`src/mg_consts.svh`:
```
`ifndef MG_CONSTS_SVH
`define MG_CONSTS_SVH
// Fixed memory partition (byte addresses, 16-bit space)
`define MG_ROM_BASE 16'h0000
`define MG_ROM_FW_END 16'h0fff
`define MG_ROM_END 16'h7fff
`define MG_EE_BASE 16'h8000
`define MG_EE_FW_BASE 16'h8000
`define MG_EE_FW_END 16'h82ff
`define MG_EE_END 16'hbfff
`define MG_RAM_BASE 16'hc000
`define MG_RAM_FW_END 16'hc1ff
`define MG_RAM_END 16'hefff
`define MG_SFR_BASE 16'hf000
// Segmentation configuration registers (SFR byte offsets) and segment count
`define MG_SFR_TBL_LO 8'h00
`define MG_SFR_TBL_HI 8'h01
`define MG_SFR_XBASE 8'h02
`define MG_SFR_XSIZE 8'h03
`define MG_SFR_FWCTRL 8'h04
`define MG_SFR_SEGCNT 8
// Restrictive reset defaults
`define MG_TBL_RESET 16'h0000
`define MG_X_RESET 8'h00
`define MG_FWCTRL_RESET 8'h00
// Segment entry: [15:8] page base, [7:4] page count, bit2 r, bit1 w, bit0 x
`define MG_ENT_R 2
`define MG_ENT_W 1
`define MG_ENT_X 0
`define MG_ENT_VALID 3
`endif

```
`src/mg_pkg.sv`:
```
package mg_pkg;
	typedef enum logic [4:0] {
		MG_BOOT = 5'h01,
		MG_TEST = 5'h02,
		MG_FW = 5'h04,
		MG_SYS = 5'h08,
		MG_USER = 5'h10
	} mg_mode_t;
	typedef enum logic [1:0] {
		MG_OP_READ = 2'h0,
		MG_OP_WRITE = 2'h1,
		MG_OP_FETCH = 2'h2
	} mg_op_t;
	typedef struct packed {
		logic [15:0] addr;
		logic [7:0] wdata;
		mg_op_t op;
		mg_mode_t mode;
		logic integ;
	} mg_req_t;
endpackage

```
`src/mg_seg_if.sv`:
```
`timescale 1ns/100ps
// Carries the segment lookup between the guard and its table memory
interface mg_seg_if;
	logic wr;
	logic [2:0] widx;
	logic [15:0] wdata;
	logic [2:0] ridx;
	logic [15:0] rdata;
	modport guard (output wr, output widx, output wdata, output ridx, input rdata);
	modport table_side (input wr, input widx, input wdata, input ridx, output rdata);
endinterface

```
`src/mg_guard.sv`:
```
`timescale 1ns/100ps
`include "mg_consts.svh"
// Behaviour
// Reset clears the segment-table location, disabling all segments until System Mode sets it.
// Segmentation configuration registers accept writes only from System Mode.
// System Mode may move the table base and rewrite entries in writable memory.
// User Mode writes to the table pointer have no effect.
// User Mode may write table entries only inside a segment it may write.
// Firmware integrity reaches all EEPROM on writes; other firmware confined to firmware EEPROM.
// Firmware kept apart by partition; RAM exchange window set by System Mode.
// Memory partition is fixed in hardware, no register changes it.
// Security registers change only from a mode allowed to write them.
// No means exists to substitute other reset defaults for security attributes.
// User Mode rights come from the segment entry covering the address.
// Violating accesses are suppressed and raise a violation pulse to the CPU.
module mg_guard (
	input wire logic ref_clk,
	input wire logic reset,
	input wire logic req_valid,
	input wire mg_pkg::mg_req_t req,
	input wire logic test_pin,
	output logic grant_valid,
	output logic [15:0] grant_addr,
	output logic [7:0] grant_wdata,
	output logic grant_write,
	output logic violation,
	output logic [15:0] tbl_base
);
	import mg_pkg::*;
	typedef struct packed {
		logic [15:0] tbl;
		logic [7:0] xbase;
		logic [7:0] xsize;
		logic [7:0] fwctrl;
		logic gv;
		logic [15:0] ga;
		logic [7:0] gd;
		logic gw;
		logic viol;
		logic [2:0] scan;
		logic [`MG_SFR_SEGCNT-1:0][15:0] ent;
	} mg_guard_st_t;
	mg_guard_st_t st;
	mg_guard_st_t next_st;
	mg_seg_if seg ();
	logic test_lvl;
	logic is_sfr;
	logic is_rom;
	logic is_ee;
	logic is_ram;
	logic in_fw_rom;
	logic in_fw_ee;
	logic in_fw_ram;
	logic in_xch;
	logic in_tbl;
	logic [7:0] sfr_off;
	logic [2:0] urights;
	logic user_ok;
	logic allow;
	logic seg_sfr;
	logic [15:0] xch_lo;
	logic [16:0] xch_hi;
	// Table entry shadow: written by the guard alongside memory writes into the table
	mg_seg_mem u_mem (
		.ref_clk(ref_clk),
		.reset(reset),
		.seg(seg)
	);
	// Test strap pin kept off the access path; only qualifies the test mode
	mg_pin_sync u_sync (
		.ref_clk(ref_clk),
		.reset(reset),
		.pin(test_pin),
		.level(test_lvl)
	);
	// Fixed decode; these are constants so no software can reshape the partition
	always_comb begin
		is_rom = req.addr <= `MG_ROM_END;
		is_ee = req.addr >= `MG_EE_BASE && req.addr <= `MG_EE_END;
		is_ram = req.addr >= `MG_RAM_BASE && req.addr <= `MG_RAM_END;
		is_sfr = req.addr >= `MG_SFR_BASE;
		in_fw_rom = req.addr <= `MG_ROM_FW_END;
		in_fw_ee = req.addr >= `MG_EE_FW_BASE && req.addr <= `MG_EE_FW_END;
		in_fw_ram = req.addr >= `MG_RAM_BASE && req.addr <= `MG_RAM_FW_END;
		sfr_off = req.addr[7:0];
		seg_sfr = is_sfr && sfr_off <= `MG_SFR_FWCTRL;
		xch_lo = `MG_RAM_BASE + {4'h0, st.xbase, 4'h0};
		xch_hi = {1'b0, xch_lo} + {9'h000, st.xsize};
		in_xch = st.xsize != `MG_X_RESET && req.addr >= xch_lo && {1'b0, req.addr} < xch_hi;
		in_tbl = req.addr[15:4] == st.tbl[15:4] && st.tbl != `MG_TBL_RESET;
	end
	// User rights: OR over segments whose range covers the address
	// Match is made from the cached entries against the live address,
	// so rights found for one access never carry over to the next one
	genvar gi;
	logic [`MG_SFR_SEGCNT-1:0] seg_hit;
	logic [`MG_SFR_SEGCNT-1:0][2:0] seg_r;
	generate
		for (gi = 0; gi < `MG_SFR_SEGCNT; gi++) begin : g_seg
			// Valid entry, page at or above its base and below base plus count
			assign seg_hit[gi] = st.ent[gi][`MG_ENT_VALID] && req.addr[15:8] >= st.ent[gi][15:8] &&
				{1'b0, req.addr[15:8]} < {1'b0, st.ent[gi][15:8]} + {5'h00, st.ent[gi][7:4]};
			assign seg_r[gi] = seg_hit[gi] ? st.ent[gi][2:0] : 3'h0;
		end
	endgenerate
	always_comb begin
		urights = 3'h0;
		for (int i = 0; i < `MG_SFR_SEGCNT; i++) begin
			urights = urights | seg_r[i];
		end
	end
	// Per-mode access decision
	always_comb begin
		user_ok = 1'b0;
		case (req.op)
			MG_OP_READ: user_ok = urights[`MG_ENT_R];
			MG_OP_WRITE: user_ok = urights[`MG_ENT_W];
			MG_OP_FETCH: user_ok = urights[`MG_ENT_X];
			default: user_ok = 1'b0;
		endcase
		allow = 1'b0;
		case (req.mode)
			MG_BOOT: allow = !seg_sfr && (is_rom ? req.op != MG_OP_WRITE : 1'b1);
			MG_TEST: allow = test_lvl && !seg_sfr && (is_rom ? req.op != MG_OP_WRITE : 1'b1);
			MG_FW: begin
				if (seg_sfr) begin
					allow = req.op == MG_OP_READ && sfr_off == `MG_SFR_FWCTRL;
				end else if (is_sfr) begin
					allow = st.fwctrl[0] || req.op == MG_OP_READ;
				end else if (is_rom) begin
					allow = in_fw_rom && req.op != MG_OP_WRITE;
				end else if (is_ee) begin
					allow = (req.integ && req.op != MG_OP_FETCH) || in_fw_ee;
				end else begin
					allow = req.op != MG_OP_FETCH && (in_fw_ram || in_xch);
				end
			end
			MG_SYS: begin
				if (is_rom) begin
					allow = !in_fw_rom && req.op != MG_OP_WRITE;
				end else if (is_ee) begin
					allow = !in_fw_ee;
				end else if (is_ram) begin
					allow = !in_fw_ram && req.op != MG_OP_FETCH;
				end else begin
					allow = req.op != MG_OP_FETCH;
				end
			end
			MG_USER: begin
				if (seg_sfr) begin
					allow = 1'b0;
				end else if (is_sfr) begin
					allow = user_ok && req.op != MG_OP_FETCH;
				end else if (in_fw_rom || in_fw_ee || in_fw_ram) begin
					allow = 1'b0;
				end else begin
					// ROM stays read-only even where a segment grants write
					allow = user_ok && !(is_rom && req.op == MG_OP_WRITE);
				end
			end
			default: allow = 1'b0;
		endcase
	end
	// Register updates and the granted access
	always_comb begin
		next_st = st;
		next_st.gv = 1'b0;
		next_st.gw = 1'b0;
		next_st.viol = 1'b0;
		seg.wr = 1'b0;
		seg.widx = req.addr[3:1];
		seg.wdata = {req.wdata, req.wdata};
		seg.ridx = st.scan;
		// Refresh one cached entry per cycle from the table store
		next_st.scan = st.scan + 3'h1;
		// Store data lag the read index by one cycle, so they belong to the previous slot
		next_st.ent[st.scan - 3'h1] = seg.rdata;
		if (req_valid) begin
			if (allow) begin
				next_st.gv = 1'b1;
				next_st.ga = req.addr;
				next_st.gd = req.wdata;
				next_st.gw = req.op == MG_OP_WRITE;
				if (req.op == MG_OP_WRITE && seg_sfr && req.mode == MG_SYS) begin
					case (sfr_off)
						`MG_SFR_TBL_LO: next_st.tbl[7:0] = req.wdata;
						`MG_SFR_TBL_HI: next_st.tbl[15:8] = req.wdata;
						`MG_SFR_XBASE: next_st.xbase = req.wdata;
						`MG_SFR_XSIZE: next_st.xsize = req.wdata;
						`MG_SFR_FWCTRL: next_st.fwctrl = req.wdata;
						default: next_st.tbl = st.tbl;
					endcase
				end
				// Table writes land in the lookup store only when the target was writable
				if (req.op == MG_OP_WRITE && in_tbl && !is_rom) begin
					seg.wr = 1'b1;
				end
			end else begin
				next_st.viol = 1'b1;
			end
		end
	end
	// Restrictive constants only; there is no load path for alternative defaults
	always_ff @(posedge ref_clk) begin
		if (reset) begin
			st <= '0;
			st.tbl <= `MG_TBL_RESET;
			st.xbase <= `MG_X_RESET;
			st.xsize <= `MG_X_RESET;
			st.fwctrl <= `MG_FWCTRL_RESET;
		end else begin
			st <= next_st;
		end
	end
	assign grant_valid = st.gv;
	assign grant_addr = st.ga;
	assign grant_wdata = st.gd;
	assign grant_write = st.gw;
	assign violation = st.viol;
	assign tbl_base = st.tbl;
endmodule

```
`src/mg_pin_sync.sv`:
```
`timescale 1ns/100ps
// Three-stage synchroniser; change accepted once stages two and three agree
module mg_pin_sync (
	input wire logic ref_clk,
	input wire logic reset,
	input wire logic pin,
	output logic level
);
	typedef struct packed {
		logic s1;
		logic s2;
		logic s3;
		logic lvl;
	} mg_sync_st_t;
	mg_sync_st_t st;
	mg_sync_st_t next_st;
	always_comb begin
		next_st = st;
		next_st.s1 = pin;
		next_st.s2 = st.s1;
		next_st.s3 = st.s2;
		if (st.s2 == st.s3) begin
			next_st.lvl = st.s3;
		end
	end
	always_ff @(posedge ref_clk) begin
		if (reset) begin
			st <= '0;
		end else begin
			st <= next_st;
		end
	end
	assign level = st.lvl;
endmodule

```
`src/mg_seg_mem.sv`:
```
`timescale 1ns/100ps
`include "mg_consts.svh"
// Cached segment entries; read data come out of a register
module mg_seg_mem (
	input wire logic ref_clk,
	input wire logic reset,
	mg_seg_if.table_side seg
);
	import mg_pkg::*;
	typedef struct packed {
		logic [`MG_SFR_SEGCNT-1:0][15:0] ent;
		logic [15:0] rdata;
	} mg_mem_st_t;
	mg_mem_st_t st;
	mg_mem_st_t next_st;
	// Entries clear to zero so every segment starts disabled
	always_comb begin
		next_st = st;
		next_st.rdata = st.ent[seg.ridx];
		if (seg.wr) begin
			next_st.ent[seg.widx] = seg.wdata;
			if (seg.widx == seg.ridx) begin
				next_st.rdata = seg.wdata;
			end
		end
	end
	always_ff @(posedge ref_clk) begin
		if (reset) begin
			st <= '0;
		end else begin
			st <= next_st;
		end
	end
	assign seg.rdata = st.rdata;
endmodule
```
`config.mk`:
```
export PLATFORM = sky130hd
export DESIGN_NAME = mg_guard
export DESIGN_NICKNAME = d
export VERILOG_FILES = /design/src/mg_pkg.sv /design/src/mg_seg_if.sv /design/src/mg_guard.sv /design/src/mg_pin_sync.sv /design/src/mg_seg_mem.sv
export VERILOG_INCLUDE_DIRS = /design/src
export SDC_FILE = /design/constraint.sdc
export NUM_CORES = 1
export LEC_CHECK = 0
export ABC_AREA = 1
export ABC_CLOCK_PERIOD_IN_PS = 8900
export BUFFER_PORTS_ARGS = -buffer_cell sky130_fd_sc_hd__clkbuf_2
export CORE_MARGIN = 5
export CORE_UTILIZATION = 35
export CTS_CLUSTER_DIAMETER = 100
export DETAILED_ROUTE_END_ITERATION = 7
export SKIP_CTS_REPAIR_TIMING = 1
export SLEW_MARGIN = 20
export SYNTH_ARGS = -nofsm -noshare
export SYNTH_HDL_FRONTEND = slang
export SYNTH_SLANG_ARGS = --single-unit
```
`constraint.sdc`:
```
create_clock -name ref_clk -period 8.9 [get_ports ref_clk]
set_input_delay 0 -clock ref_clk [delete_from_list [all_inputs] [get_ports ref_clk]]
set_output_delay 0 -clock ref_clk [all_outputs]
set_load 0.1 [all_outputs]
```
==> results of run 1 <==
-- worst paths after layout --
| check | to | slack, ns | depth (start not counted) | from |
|---|---|---|---|---|
| worst max-delay path | tbl_base[5]$_SDFFE_PP0P_ | 4.27 | 26 | st[76]$_SDFFE_PP0P_ |
| worst min-delay path | grant_addr[3]$_SDFFE_PP0P_ | -0.02 | 3 | req[19] |
| worst max register to register | tbl_base[5]$_SDFFE_PP0P_ | 4.27 | 26 | st[76]$_SDFFE_PP0P_ |
| worst min register to register | u_sync.st[1]$_SDFF_PP0_ | 0.44 | 2 | u_sync.next_st[1]$_SDFF_PP0_ |
-- power groups by stage --
stage	Clock, uW	Sequential (uW)	Combinational, uW
after floorplan	0	996	423
after global placement	0	1020	547
after detailed placement	0	1020	563
after CTS	976	1000	567
after global routing	1010	1010	651
final	959	1000	570
-- critical path, stage by stage (launching register included) --
cell and delay (ns):
dfxtp_1 0.38, ha_1 0.19, inv_1 0.06, fa_1 0.39
nand3b_1 0.20, nand2_1 0.11, nand2_1 0.07, nor2_1 0.11
xor2_1 0.16, ha_1 0.26, nand2_1 0.07, inv_1 0.04
o211ai_1 0.15, nand3_1 0.09, nor2_1 0.15, nand2_1 0.09
nor2_1 0.09, nor2_1 0.05, nand2_1 0.05, nand2_1 0.06
nand3_2 0.11, nand2_2 0.10, a21oi_4 0.37, buf_4 0.57
nand2_1 0.34, nand2_1 0.15, a21oi_1 0.07
-- kinds of logic (layout without fill, tap and decap cells) --
| family | count (synthesis) | count (layout) | synth area share |
|---|---|---|---|
| AOI/OAI and AO/OA | 443 | 443 | 0.160 |
| xor gates and xnor gates | 56 | 56 | 0.0337 |
| adders and majority gates | 187 | 187 | 0.166 |
| buffers and inverters | 343 | 364 | 0.103 |
| DFF | 203 | 203 | 0.280 |
| muxes | 6 | 6 | 0.00465 |
| and+or+nand+nor | 827 | 827 | 0.253 |
-- routing by layer --
metal  track usage  vias to the layer above  wire length (um)
li1              -                     6900                 -
met5             0                        -                 0
met3        0.0217                       76              2570
met1         0.269                     6399             20900
met4        0.0471                        0              1050
met2         0.313                      393             20300
-- state kept, by name, summed over array words and instances, names as in the netlist --
name	count
tbl_base	16
grant_valid	1
grant_write	1
grant_addr	16
u_sync.st	1
u_sync.level	1
u_sync.next_st	2
seg.ridx	3
st	81
u_mem.st	64
violation	1
u_mem.seg.rdata	8
grant_wdata	8
-- through the flow --
stage	total power [uW]	utilization
global route	2670	0.387
CTS	2540	0.385
floorplan	1420	-
global placement	1570	0.367
finish	2530	0.387
detailed placement	1580	0.367
-- area by class of cell --
| cell class | instances | area (um^2) |
|---|---|---|
| repair buffers | 94 | 539 |
| well taps | 532 | 666 |
| clock inverters | 4 | 60.1 |
| multi-input cells | 1519 | 8980 |
| fillers | 4343 | 25100 |
| flip-flops and latches | 203 | 4060 |
| clock buffers | 36 | 684 |
| inverters | 230 | 865 |
-- cells in the mapped netlist (5+ instances only) --
cell / number / area share
nand2_1: 374 / 0.097
a21oi_1: 268 / 0.092
inv_1: 223 / 0.058
dfxtp_1: 203 / 0.28
nor2_1: 200 / 0.052
ha_1: 178 / 0.15
o21ai_0: 136 / 0.047
nand3_1: 132 / 0.045
nand4_1: 61 / 0.026
clkbuf_1: 52 / 0.013
buf_4: 42 / 0.022
xor2_1: 35 / 0.021
xnor2_1: 21 / 0.013
buf_2: 14 / 0.0048
nor3_1: 14 / 0.0048
nor4_1: 14 / 0.0060
o21ai_1: 10 / 0.0034
fa_1: 9 / 0.012
o21a_1: 9 / 0.0046
o31ai_1: 8 / 0.0041
inv_2: 6 / 0.0015
mux2_2: 6 / 0.0046
nand3b_1: 6 / 0.0031
nor3_2: 6 / 0.0041
nand4_2: 5 / 0.0043
==> summary.txt, run 1 <==
Die
  • Die X: 214 um
  • FP Rows: 74
  • Die Ht: 214 um
  • Core area: 0.0409 mm^2
  • I/O pin count: 79
  • DIE AREA: 0.0457 mm^2
  • Starting Density: 0.355

Power
  • Cell area power density: 160 mW/mm^2
  • Power share of the sequential group: 0.396
  • Max VDD drop: 0.118 mV
  • Combinational share of power: 0.225
  • Psw: 831 uW
  • Internal: 1700 uW
  • Leak: 0.00687 uW
  • Clock power share: 0.379
  • Switching share of power: 0.329

Drt
  • Final ANT Viol Nets: 0
  • DRC: 0
  • Vias/cell: 5.26
  • Drt pass-1 iters: 6
  • Drt initial violations: 1077
  • Routed len/inst: 17.1 um
  • Via count: 13800
  • WL final: 44.8 mm

Global routing
  • Initial antenna violation count: 0
  • Gr ovfl total: 0
  • Vias in the first global route: 12900
  • Largest net degree at the start of global routing: 114
  • Tot GR Track Use: 0.191
  • Global-route wire length before repair: 70.0 mm

STA
  • RSZ-0062 raised after global routing: false
  • Clk_skew: 0.0167 ns
  • Final hold vios: 1
  • Final setup vio count: 0
  • Min Hold Slack: -0.0175 ns
  • Fin. max-slew vios: 0
  • Final setup TNS: 0 ns
  • Fin crit period: 4.63 ns
  • Fmax: 216 MHz
  • Worst setup margin: 4.27 ns
  • Worst Max-Slew Pin Slew: 0.945 ns
  • Final period util: 0.520
  • Slew HR: 0.369

Clocking
  • CTS tree: yes
  • Clock Path Buffers: 3
  • Clk sinks: 203
  • Clock transition at path regs: 0.06 ns
  • Cts bufs inserted: 23
  • Skew-Pair Late Insertion Delay: 0.55 ns
  • H-tree lvl count: 1
  • Root buffer cell: clkbuf_16

Layout
  • Final instance area: 0.0159 mm^2
  • Commonest non-fill, non-tap cell in the layout: nand2_1
  • Layout cell share with drive strength beyond 1: 0.0781
  • Layout area overhead: 9.09%
  • Nets: 2294
  • Commonest cells after routing, fill and taps aside: nand2_1 (374), a21oi_1 (268), inv_1 (222)
  • Antenna cell count: 0
  • Non-filler instance count after layout: 2618

Job
  • Max-Cap Viols: 0

Logic synthesis
  • Synth warnings: 0
  • Ys async rst share: 0
  • Mapped cell area: 0.0145 mm^2
  • Post-synth EDFFs: 0
  • Post-Syn Nets: 2288
  • Post-synthesis sequential area ratio: 0.280
  • Top FF cell, synth: dfxtp_1
  • Syn Inst Count: 2065
  • Unique cell type count in the Yosys netlist: 41
  • Syn Area/Cell: 7.04 um^2
  • FF+latch count, synth: 203

Critical path
  • Critical Path Start Type: flop
  • Critical path arrival: 5.01 ns
  • Crit-path max FO: 59
  • Crit path kind: reg -> reg
  • WP data required: 9.29 ns
  • Critical Path End Type: flop

Placed design
  • I/O Buffers: 78
  • Gp weighted congestion: 0.894
  • Placed Area: 0.0150 mm^2
  • Placed Cells: 2568
  • DPL Wire Length: 30.9 mm
  • Worst slack at placement: 4.28 ns

Status
  • Status: finished, violations left
  • Failing checks: negative hold slack

Worst hold path
  • Hold Path Class: in -> reg
Power figures use the tool's default switching activity.
==> run 2, diff against run 1 <==
--- a/config.mk
+++ b/config.mk
@@ -7,7 +7,7 @@
 export NUM_CORES = 1
 export LEC_CHECK = 0
 export ABC_AREA = 1
-export ABC_CLOCK_PERIOD_IN_PS = 8900
+export ABC_CLOCK_PERIOD_IN_PS = 4300
 export BUFFER_PORTS_ARGS = -buffer_cell sky130_fd_sc_hd__clkbuf_2
 export CORE_MARGIN = 5
 export CORE_UTILIZATION = 35
==> constraint.sdc (replaced) <==
create_clock -name ref_clk -period 4.3 [get_ports ref_clk]
set_input_delay 0 -clock ref_clk [delete_from_list [all_inputs] [get_ports ref_clk]]
set_output_delay 0 -clock ref_clk [all_outputs]
set_load 0.1 [all_outputs]
==> summary.txt, run 2 (synthesis results as in run 1) <==
Critical path
  • Crit path max-delay family: simple AND/OR/NAND/NOR gates
  • WP buf/inv: 3 (unchanged)
  • Crit-path max FO: 16 (-73%)
  • Critical Path End Type: flop
  • Critical path arrival: 4.40 ns (-0.61 ns)
  • Cell repeated most along the worst path: nand2_1
  • Critical Path Start Type: flop
  • WP data required: 4.71 ns (-4.58 ns)
  • Slowest Stage Delay on Critical Path: 0.40 ns (-0.17 ns)
  • Crit path kind: reg -> reg
  • Slowest CP cell: fa_1

Clocking
  • Clock Path Buffers: 3 (unchanged)
  • H-tree lvl count: 1 (unchanged)
  • Root buffer cell: clkbuf_16
  • Clock transition at path regs: 0.06 ns (about the same)
  • Skew-Pair Late Insertion Delay: 0.52 ns (-0.03 ns)
  • Clk sinks: 203 (unchanged)
  • CTS tree: yes
  • Cts bufs inserted: 25 (+8.7%)

Layout
  • Nets: 2304 (+0.44%)
  • Antenna cell count: 0 (unchanged)
  • Top flop regs: st x81, u_mem.st x64
  • Max reg flops: 81 (unchanged)
  • Final instance area: 0.0160 mm^2 (+0.95%)
  • Final Util: 0.391 (+0.00367)
  • Commonest cells after routing, fill and taps aside: nand2_1 (369), a21oi_1 (268), inv_1 (222)
  • Layout cell share with drive strength beyond 1: 0.0868 (+0.00865)
  • Layout area overhead: 10.1%
  • Top reg by flops: st
  • Commonest non-fill, non-tap cell in the layout: nand2_1

Status
  • Failing checks: negative hold slack
  • Status: finished, violations left

Drt
  • Via count: 13700 (-0.27%)
  • Drt pass-1 iters: 6 (unchanged)
  • Drt initial violations: 918 (-15%)
  • Top Layer Used: met4
  • DRC: 0 (unchanged)
  • Routed len/inst: 16.7 um (-2.1%)
  • Routed length on met2: 20.1 mm (-0.91%)
  • Met3 wire len: 2.55 mm (-0.51%)
  • Vias/cell: 5.22 (-0.69%)
  • M1 WL: 19.9 mm (-4.5%)
  • Final ANT Viol Nets: 0 (unchanged)
  • WL final: 44.0 mm (-1.7%)

Die
  • Die X: 214 um (unchanged)
  • FP Rows: 74 (unchanged)
  • Starting Density: 0.355 (unchanged)
  • I/O pin count: 79 (unchanged)
  • Core area: 0.0409 mm^2 (unchanged)
  • DIE AREA: 0.0457 mm^2 (unchanged)
  • Die Ht: 214 um (unchanged)

STA
  • Final setup TNS: 0 ns (unchanged)
  • Fmax: 251 MHz (+16%)
  • Worst setup margin: 0.311 ns (-3.96 ns)
  • Fin crit period: 3.99 ns (-0.638 ns)
  • Clk_skew: 0.0104 ns (-0.00634 ns)
  • Final period util: 0.928 (+0.408)
  • Final setup vio count: 0 (unchanged)
  • RSZ-0062 raised after global routing: true
  • Slew HR: 0.390 (+0.0215)
  • Fin. max-slew vios: 0 (unchanged)
  • Final hold vios: 1 (unchanged)
  • Worst Max-Slew Pin Slew: 0.915 ns (-0.0309 ns)
  • Min Hold Slack: -0.0161 ns (+0.00134 ns)

Global routing
  • Global-route wire length before repair: 69.8 mm (-0.25%)
  • Largest net degree at the start of global routing: 79 (-31%)
  • Vias in the first global route: 13200 (+2.2%)
  • Gr ovfl total: 0 (unchanged)
  • Initial antenna violation count: 0 (unchanged)
  • Tot GR Track Use: 0.189 (-0.00230)

Job
  • Max-Cap Viols: 0 (unchanged)

Power
  • Cell area power density: 331 mW/mm^2 (+110%)
  • Max VDD drop: 0.270 mV (+130%)
  • Leak: 0.00692 uW (+0.77%)
  • Design Power: 5300 uW (+110%)

Placed design
  • Worst slack at placement: 0.276 ns (-4.01 ns)
  • DPL Wire Length: 30.9 mm (-0.13%)
  • Gp weighted congestion: 0.894 (about the same)
  • Placed Area: 0.0151 mm^2 (+0.48%)
  • I/O Buffers: 78 (unchanged)

Worst hold path
  • Hold Path Class: in -> reg
-- run 2: per-layer routing --
layer / global-route usage / vias up
li1: - / 6923
met1: 0.256 / 6304
met2: 0.313 / 409
met3: 0.0246 / 95
met4: 0.0596 / 0
met5: 0 / -
-- run 2: final cells by class --
type,count,area (um^2)
clock buffer,32,672
tap,532,666
fill,4317,24900
clock inverter,11,113
sequential,203,4060
multi-input combinational,1520,9020
timing repair buffer,101,602
inverter,230,865
-- run 2: power breakdown --
part	switching (uW)	internal, uW
Sequential	104	1960
Clock	832	1220
Combinational	780	408
Total	1720	3590
-- run 2: path summary, 6_finish.rpt --
path,startpoint,end,slack (ns),cells past startpoint
max,st[72]$_SDFFE_PP0P_,u_mem.st[137]$_SDFFE_PP0P_,0.31,26
min reg2reg,u_sync.next_st[2]$_SDFF_PP0_,u_sync.next_st[1]$_SDFF_PP0_,0.44,2
min,req[19],grant_addr[3]$_SDFFE_PP0P_,-0.02,3
max reg2reg,st[72]$_SDFFE_PP0P_,u_mem.st[137]$_SDFFE_PP0P_,0.31,26
-- run 2: worst reg2reg max path: stages, from the launching register on --
cell and delay, ns:
dfxtp_1 0.38, ha_1 0.19, inv_1 0.06, fa_1 0.40, nand3b_1 0.20, nand2_1 0.11
nand2_1 0.08, nor2_1 0.11, xor2_1 0.17, ha_1 0.26, nand2_1 0.06, inv_1 0.04
o211ai_1 0.15, nand3_1 0.09, nor2_1 0.15, nand3_1 0.12, nand2_1 0.08, nor2_1 0.04
nand2_1 0.05, nand2_1 0.06, nand3_2 0.12, nand2_2 0.11, nand2_4 0.14, buf_6 0.19
nand4_4 0.23, nor2_1 0.22, nor2_1 0.07
-- run 2: through the flow --
| stage | hold WS [ns] | cells |
|---|---|---|
| 3_5_place_dp | 0.294 | 2576 |
| 5_1_grt | 0.00894 | 2629 |
| 2_1_floorplan | 0.0778 | 2065 |
| 3_3_place_gp | 0.287 | 2576 |
| 4_1_cts | -0.259 | 2619 |
| 6_report | -0.0161 | 2629 |
==> run 3, diff against run 2 <==
--- a/config.mk
+++ b/config.mk
@@ -13,6 +13,7 @@
 export CORE_UTILIZATION = 35
 export CTS_CLUSTER_DIAMETER = 100
 export DETAILED_ROUTE_END_ITERATION = 7
+export GPL_TIMING_DRIVEN = 0
 export SKIP_CTS_REPAIR_TIMING = 1
 export SLEW_MARGIN = 20
 export SYNTH_ARGS = -nofsm -noshare
==> summary.txt, run 3 (synthesis results as in run 1) <==
Drt
  • Drt pass-1 iters: 6 (unchanged)
  • Top Layer Used: met4
  • Met3 wire len: 2.66 mm (+4.0%)
  • Routed len/inst: 17.2 um (+2.9%)
  • DRC: 0 (unchanged)
  • Routed length on met2: 21.3 mm (+5.9%)
  • Via count: 14300 (+4.4%)
  • WL final: 47.2 mm (+7.1%)
  • Vias/cell: 5.23 (+0.22%)
  • M1 WL: 21.5 mm (+8.0%)
  • Drt initial violations: 971 (+5.8%)
  • Final ANT Viol Nets: 0 (unchanged)

Clocking
  • Clk sinks: 203 (unchanged)
  • Cts bufs inserted: 25 (unchanged)
  • Clock transition at path regs: 0.06 ns (about the same)
  • CTS tree: yes
  • Root buffer cell: clkbuf_16
  • H-tree lvl count: 1 (unchanged)
  • Skew-Pair Late Insertion Delay: 0.54 ns (+0.02 ns)
  • Clock Path Buffers: 3 (unchanged)

Layout
  • Top flop regs: st x81, u_mem.st x64
  • Final instance area: 0.0167 mm^2 (+4.2%)
  • Commonest cells after routing, fill and taps aside: nand2_1 (374), a21oi_1 (268), inv_1 (222)
  • Top reg by flops: st
  • Max reg flops: 81 (unchanged)
  • Layout cell share with drive strength beyond 1: 0.107 (+0.0206)
  • Commonest non-fill, non-tap cell in the layout: nand2_1
  • Layout area overhead: 14.7%
  • Antenna cell count: 0 (unchanged)
  • Nets: 2411 (+4.6%)

STA
  • Worst setup margin: 0.298 ns (-0.0130 ns)
  • Fmax: 250 MHz (-0.33%)
  • Clk_skew: 0.0223 ns (+0.0119 ns)
  • RSZ-0062 raised after global routing: true
  • Worst Max-Slew Pin Slew: 0.924 ns (+0.00986 ns)
  • Final setup vio count: 0 (unchanged)
  • Final period util: 0.931 (+0.00303)
  • Fin. max-slew vios: 0 (unchanged)
  • Final hold vios: 0 (-1)
  • Slew HR: 0.384 (-0.00658)
  • Fin crit period: 4.00 ns (+0.0130 ns)

Worst hold path
  • Hold Path Class: in -> reg

Status
  • Status: finished clean

Critical path
  • Cell repeated most along the worst path: nand2_1
  • Reg2reg start: st[72]$_SDFFE_PP0P_
  • Critical path origin: st[72]$_SDFFE_PP0P_
  • Slowest CP cell: fa_1
  • Slowest Stage Delay on Critical Path: 0.38 ns (-0.02 ns)
  • Crit path kind: reg -> reg
  • WP data required: 4.72 ns (about the same)
  • Endpoint of the worst setup timing path: u_mem.st[46]$_SDFFE_PP0P_
  • Worst reg2reg setup slack: 0.30 ns (about the same)
  • Worst-case reg-to-reg path depth: 28 (+7.7%)
  • Critical path arrival: 4.42 ns (+0.02 ns)
  • Critical Path Start Type: flop
  • Critical Path End Type: flop
  • Crit-path max FO: 10 (-6)
  • Critical R2R Capture: u_mem.st[46]$_SDFFE_PP0P_

Placed design
  • DPL Wire Length: 35.3 mm (+14%)
  • Gp weighted congestion: 0.917 (+2.6%)
  • I/O Buffers: 76 (-2.6%)
  • Worst slack at placement: 0.0954 ns (-0.180 ns)
  • Placed Area: 0.0156 mm^2 (+3.3%)

Job
  • Max-Cap Viols: 0 (unchanged)

Global routing
  • Vias in the first global route: 13500 (+2.5%)
  • Gr ovfl total: 0 (unchanged)
  • Tot GR Track Use: 0.202 (+0.0137)
  • Initial antenna violation count: 0 (unchanged)
  • Global-route wire length before repair: 73.6 mm (+5.4%)
  • Largest net degree at the start of global routing: 23 (-71%)

Die
  • DIE AREA: 0.0457 mm^2 (unchanged)
  • Die Ht: 214 um (unchanged)
  • Core area: 0.0409 mm^2 (unchanged)
  • Starting Density: 0.355 (unchanged)
  • I/O pin count: 79 (unchanged)
  • FP Rows: 74 (unchanged)
  • Die X: 214 um (unchanged)

Power
  • Leak: 0.00731 uW (+5.6%)
  • Max VDD drop: 0.310 mV (+15%)
  • Switching share of power: 0.328 (+0.00470)
  • Internal: 3590 uW (about the same)
  • Clock power share: 0.383 (-0.003)
  • Power share of the sequential group: 0.385 (-0.004)
  • Combinational share of power: 0.232 (+0.008)
  • Psw: 1750 uW (+2.3%)
  • Design Power: 5340 uW (+0.79%)
  • Cell area power density: 320 mW/mm^2 (-3.3%)
## run 3: cell count changes in the layout (fill, tap and decap cells not counted), moves of 4 or more
| cell | before | now |
|---|---|---|
| buf_2 | 1 | 8 |
| buf_4 | 12 | 46 |
| clkbuf_1 | 5 | 57 |
| dlygate4sd3_1 | 9 | 18 |
| nand2_1 | 369 | 374 |
| nand2_2 | 8 | 0 |
| nor2_1 | 200 | 193 |
| nor2_2 | 4 | 10 |
| o21ai_0 | 135 | 131 |
| o21ai_1 | 11 | 15 |
## run 3: stage by stage
step                      setup TNS (ns)  hold WS [ns]  cells  utilization
after global placement                 0         0.267   2673        0.381
after floorplan                        0        0.0778   2065            -
after detailed placement               0         0.265   2673        0.381
after CTS                              0        -0.293   2718        0.400
final                                  0        0.0104   2738        0.408
after global routing              -0.559        0.0130   2738        0.408
## run 3: area by class of cell
class	count	area, um^2
clock buffer	34	699
sequential	203	4070
multi-input combinational	1520	9070
inverter	230	863
tap	532	666
timing repair buffer	95	568
fill	4315	24200
buffer	113	657
clock inverter	11	90.1
## run 3: worst min path at each step
stage                     startpoint                           end  slack (ns)  cells past startpoint
after CTS                   test_pin  u_sync.next_st[2]$_SDFF_PP0_       -0.29                      3
after global routing         req[17]     u_mem.st[59]$_SDFFE_PP0P_        0.01                      4
after global placement      test_pin  u_sync.next_st[2]$_SDFF_PP0_        0.27                      3
final                        req[17]     u_mem.st[57]$_SDFFE_PP0P_        0.01                      4
after floorplan               req[7]        grant_write$_SDFF_PP0_        0.08                      1
after detailed placement    test_pin  u_sync.next_st[2]$_SDFF_PP0_        0.26                      3
## run 3: metal layers
layer	up-vias	track usage
li1	7154	-
met1	6677	0.279
met2	406	0.332
met3	95	0.0206
met4	0	0.0671
met5	-	0
## run 3: power groups by stage
| stage | clock network [uW] | logic, uW | registers (uW) |
|---|---|---|---|
| floorplan | 0 | 876 | 2060 |
| global placement | 0 | 1180 | 2090 |
| detailed placement | 0 | 1210 | 2100 |
| CTS | 2070 | 1220 | 2060 |
| global route | 2160 | 1420 | 2070 |
| finish | 2040 | 1240 | 2060 |
## run 3: critical path: cells and delay by family, from the launching register on
family,cells,cell delay (ns)
simple gates,20,2.13
fa+ha+maj,3,0.84
flops,1,0.36
buf+inv,3,0.25
xor+xnor,1,0.15
compound gates,1,0.14
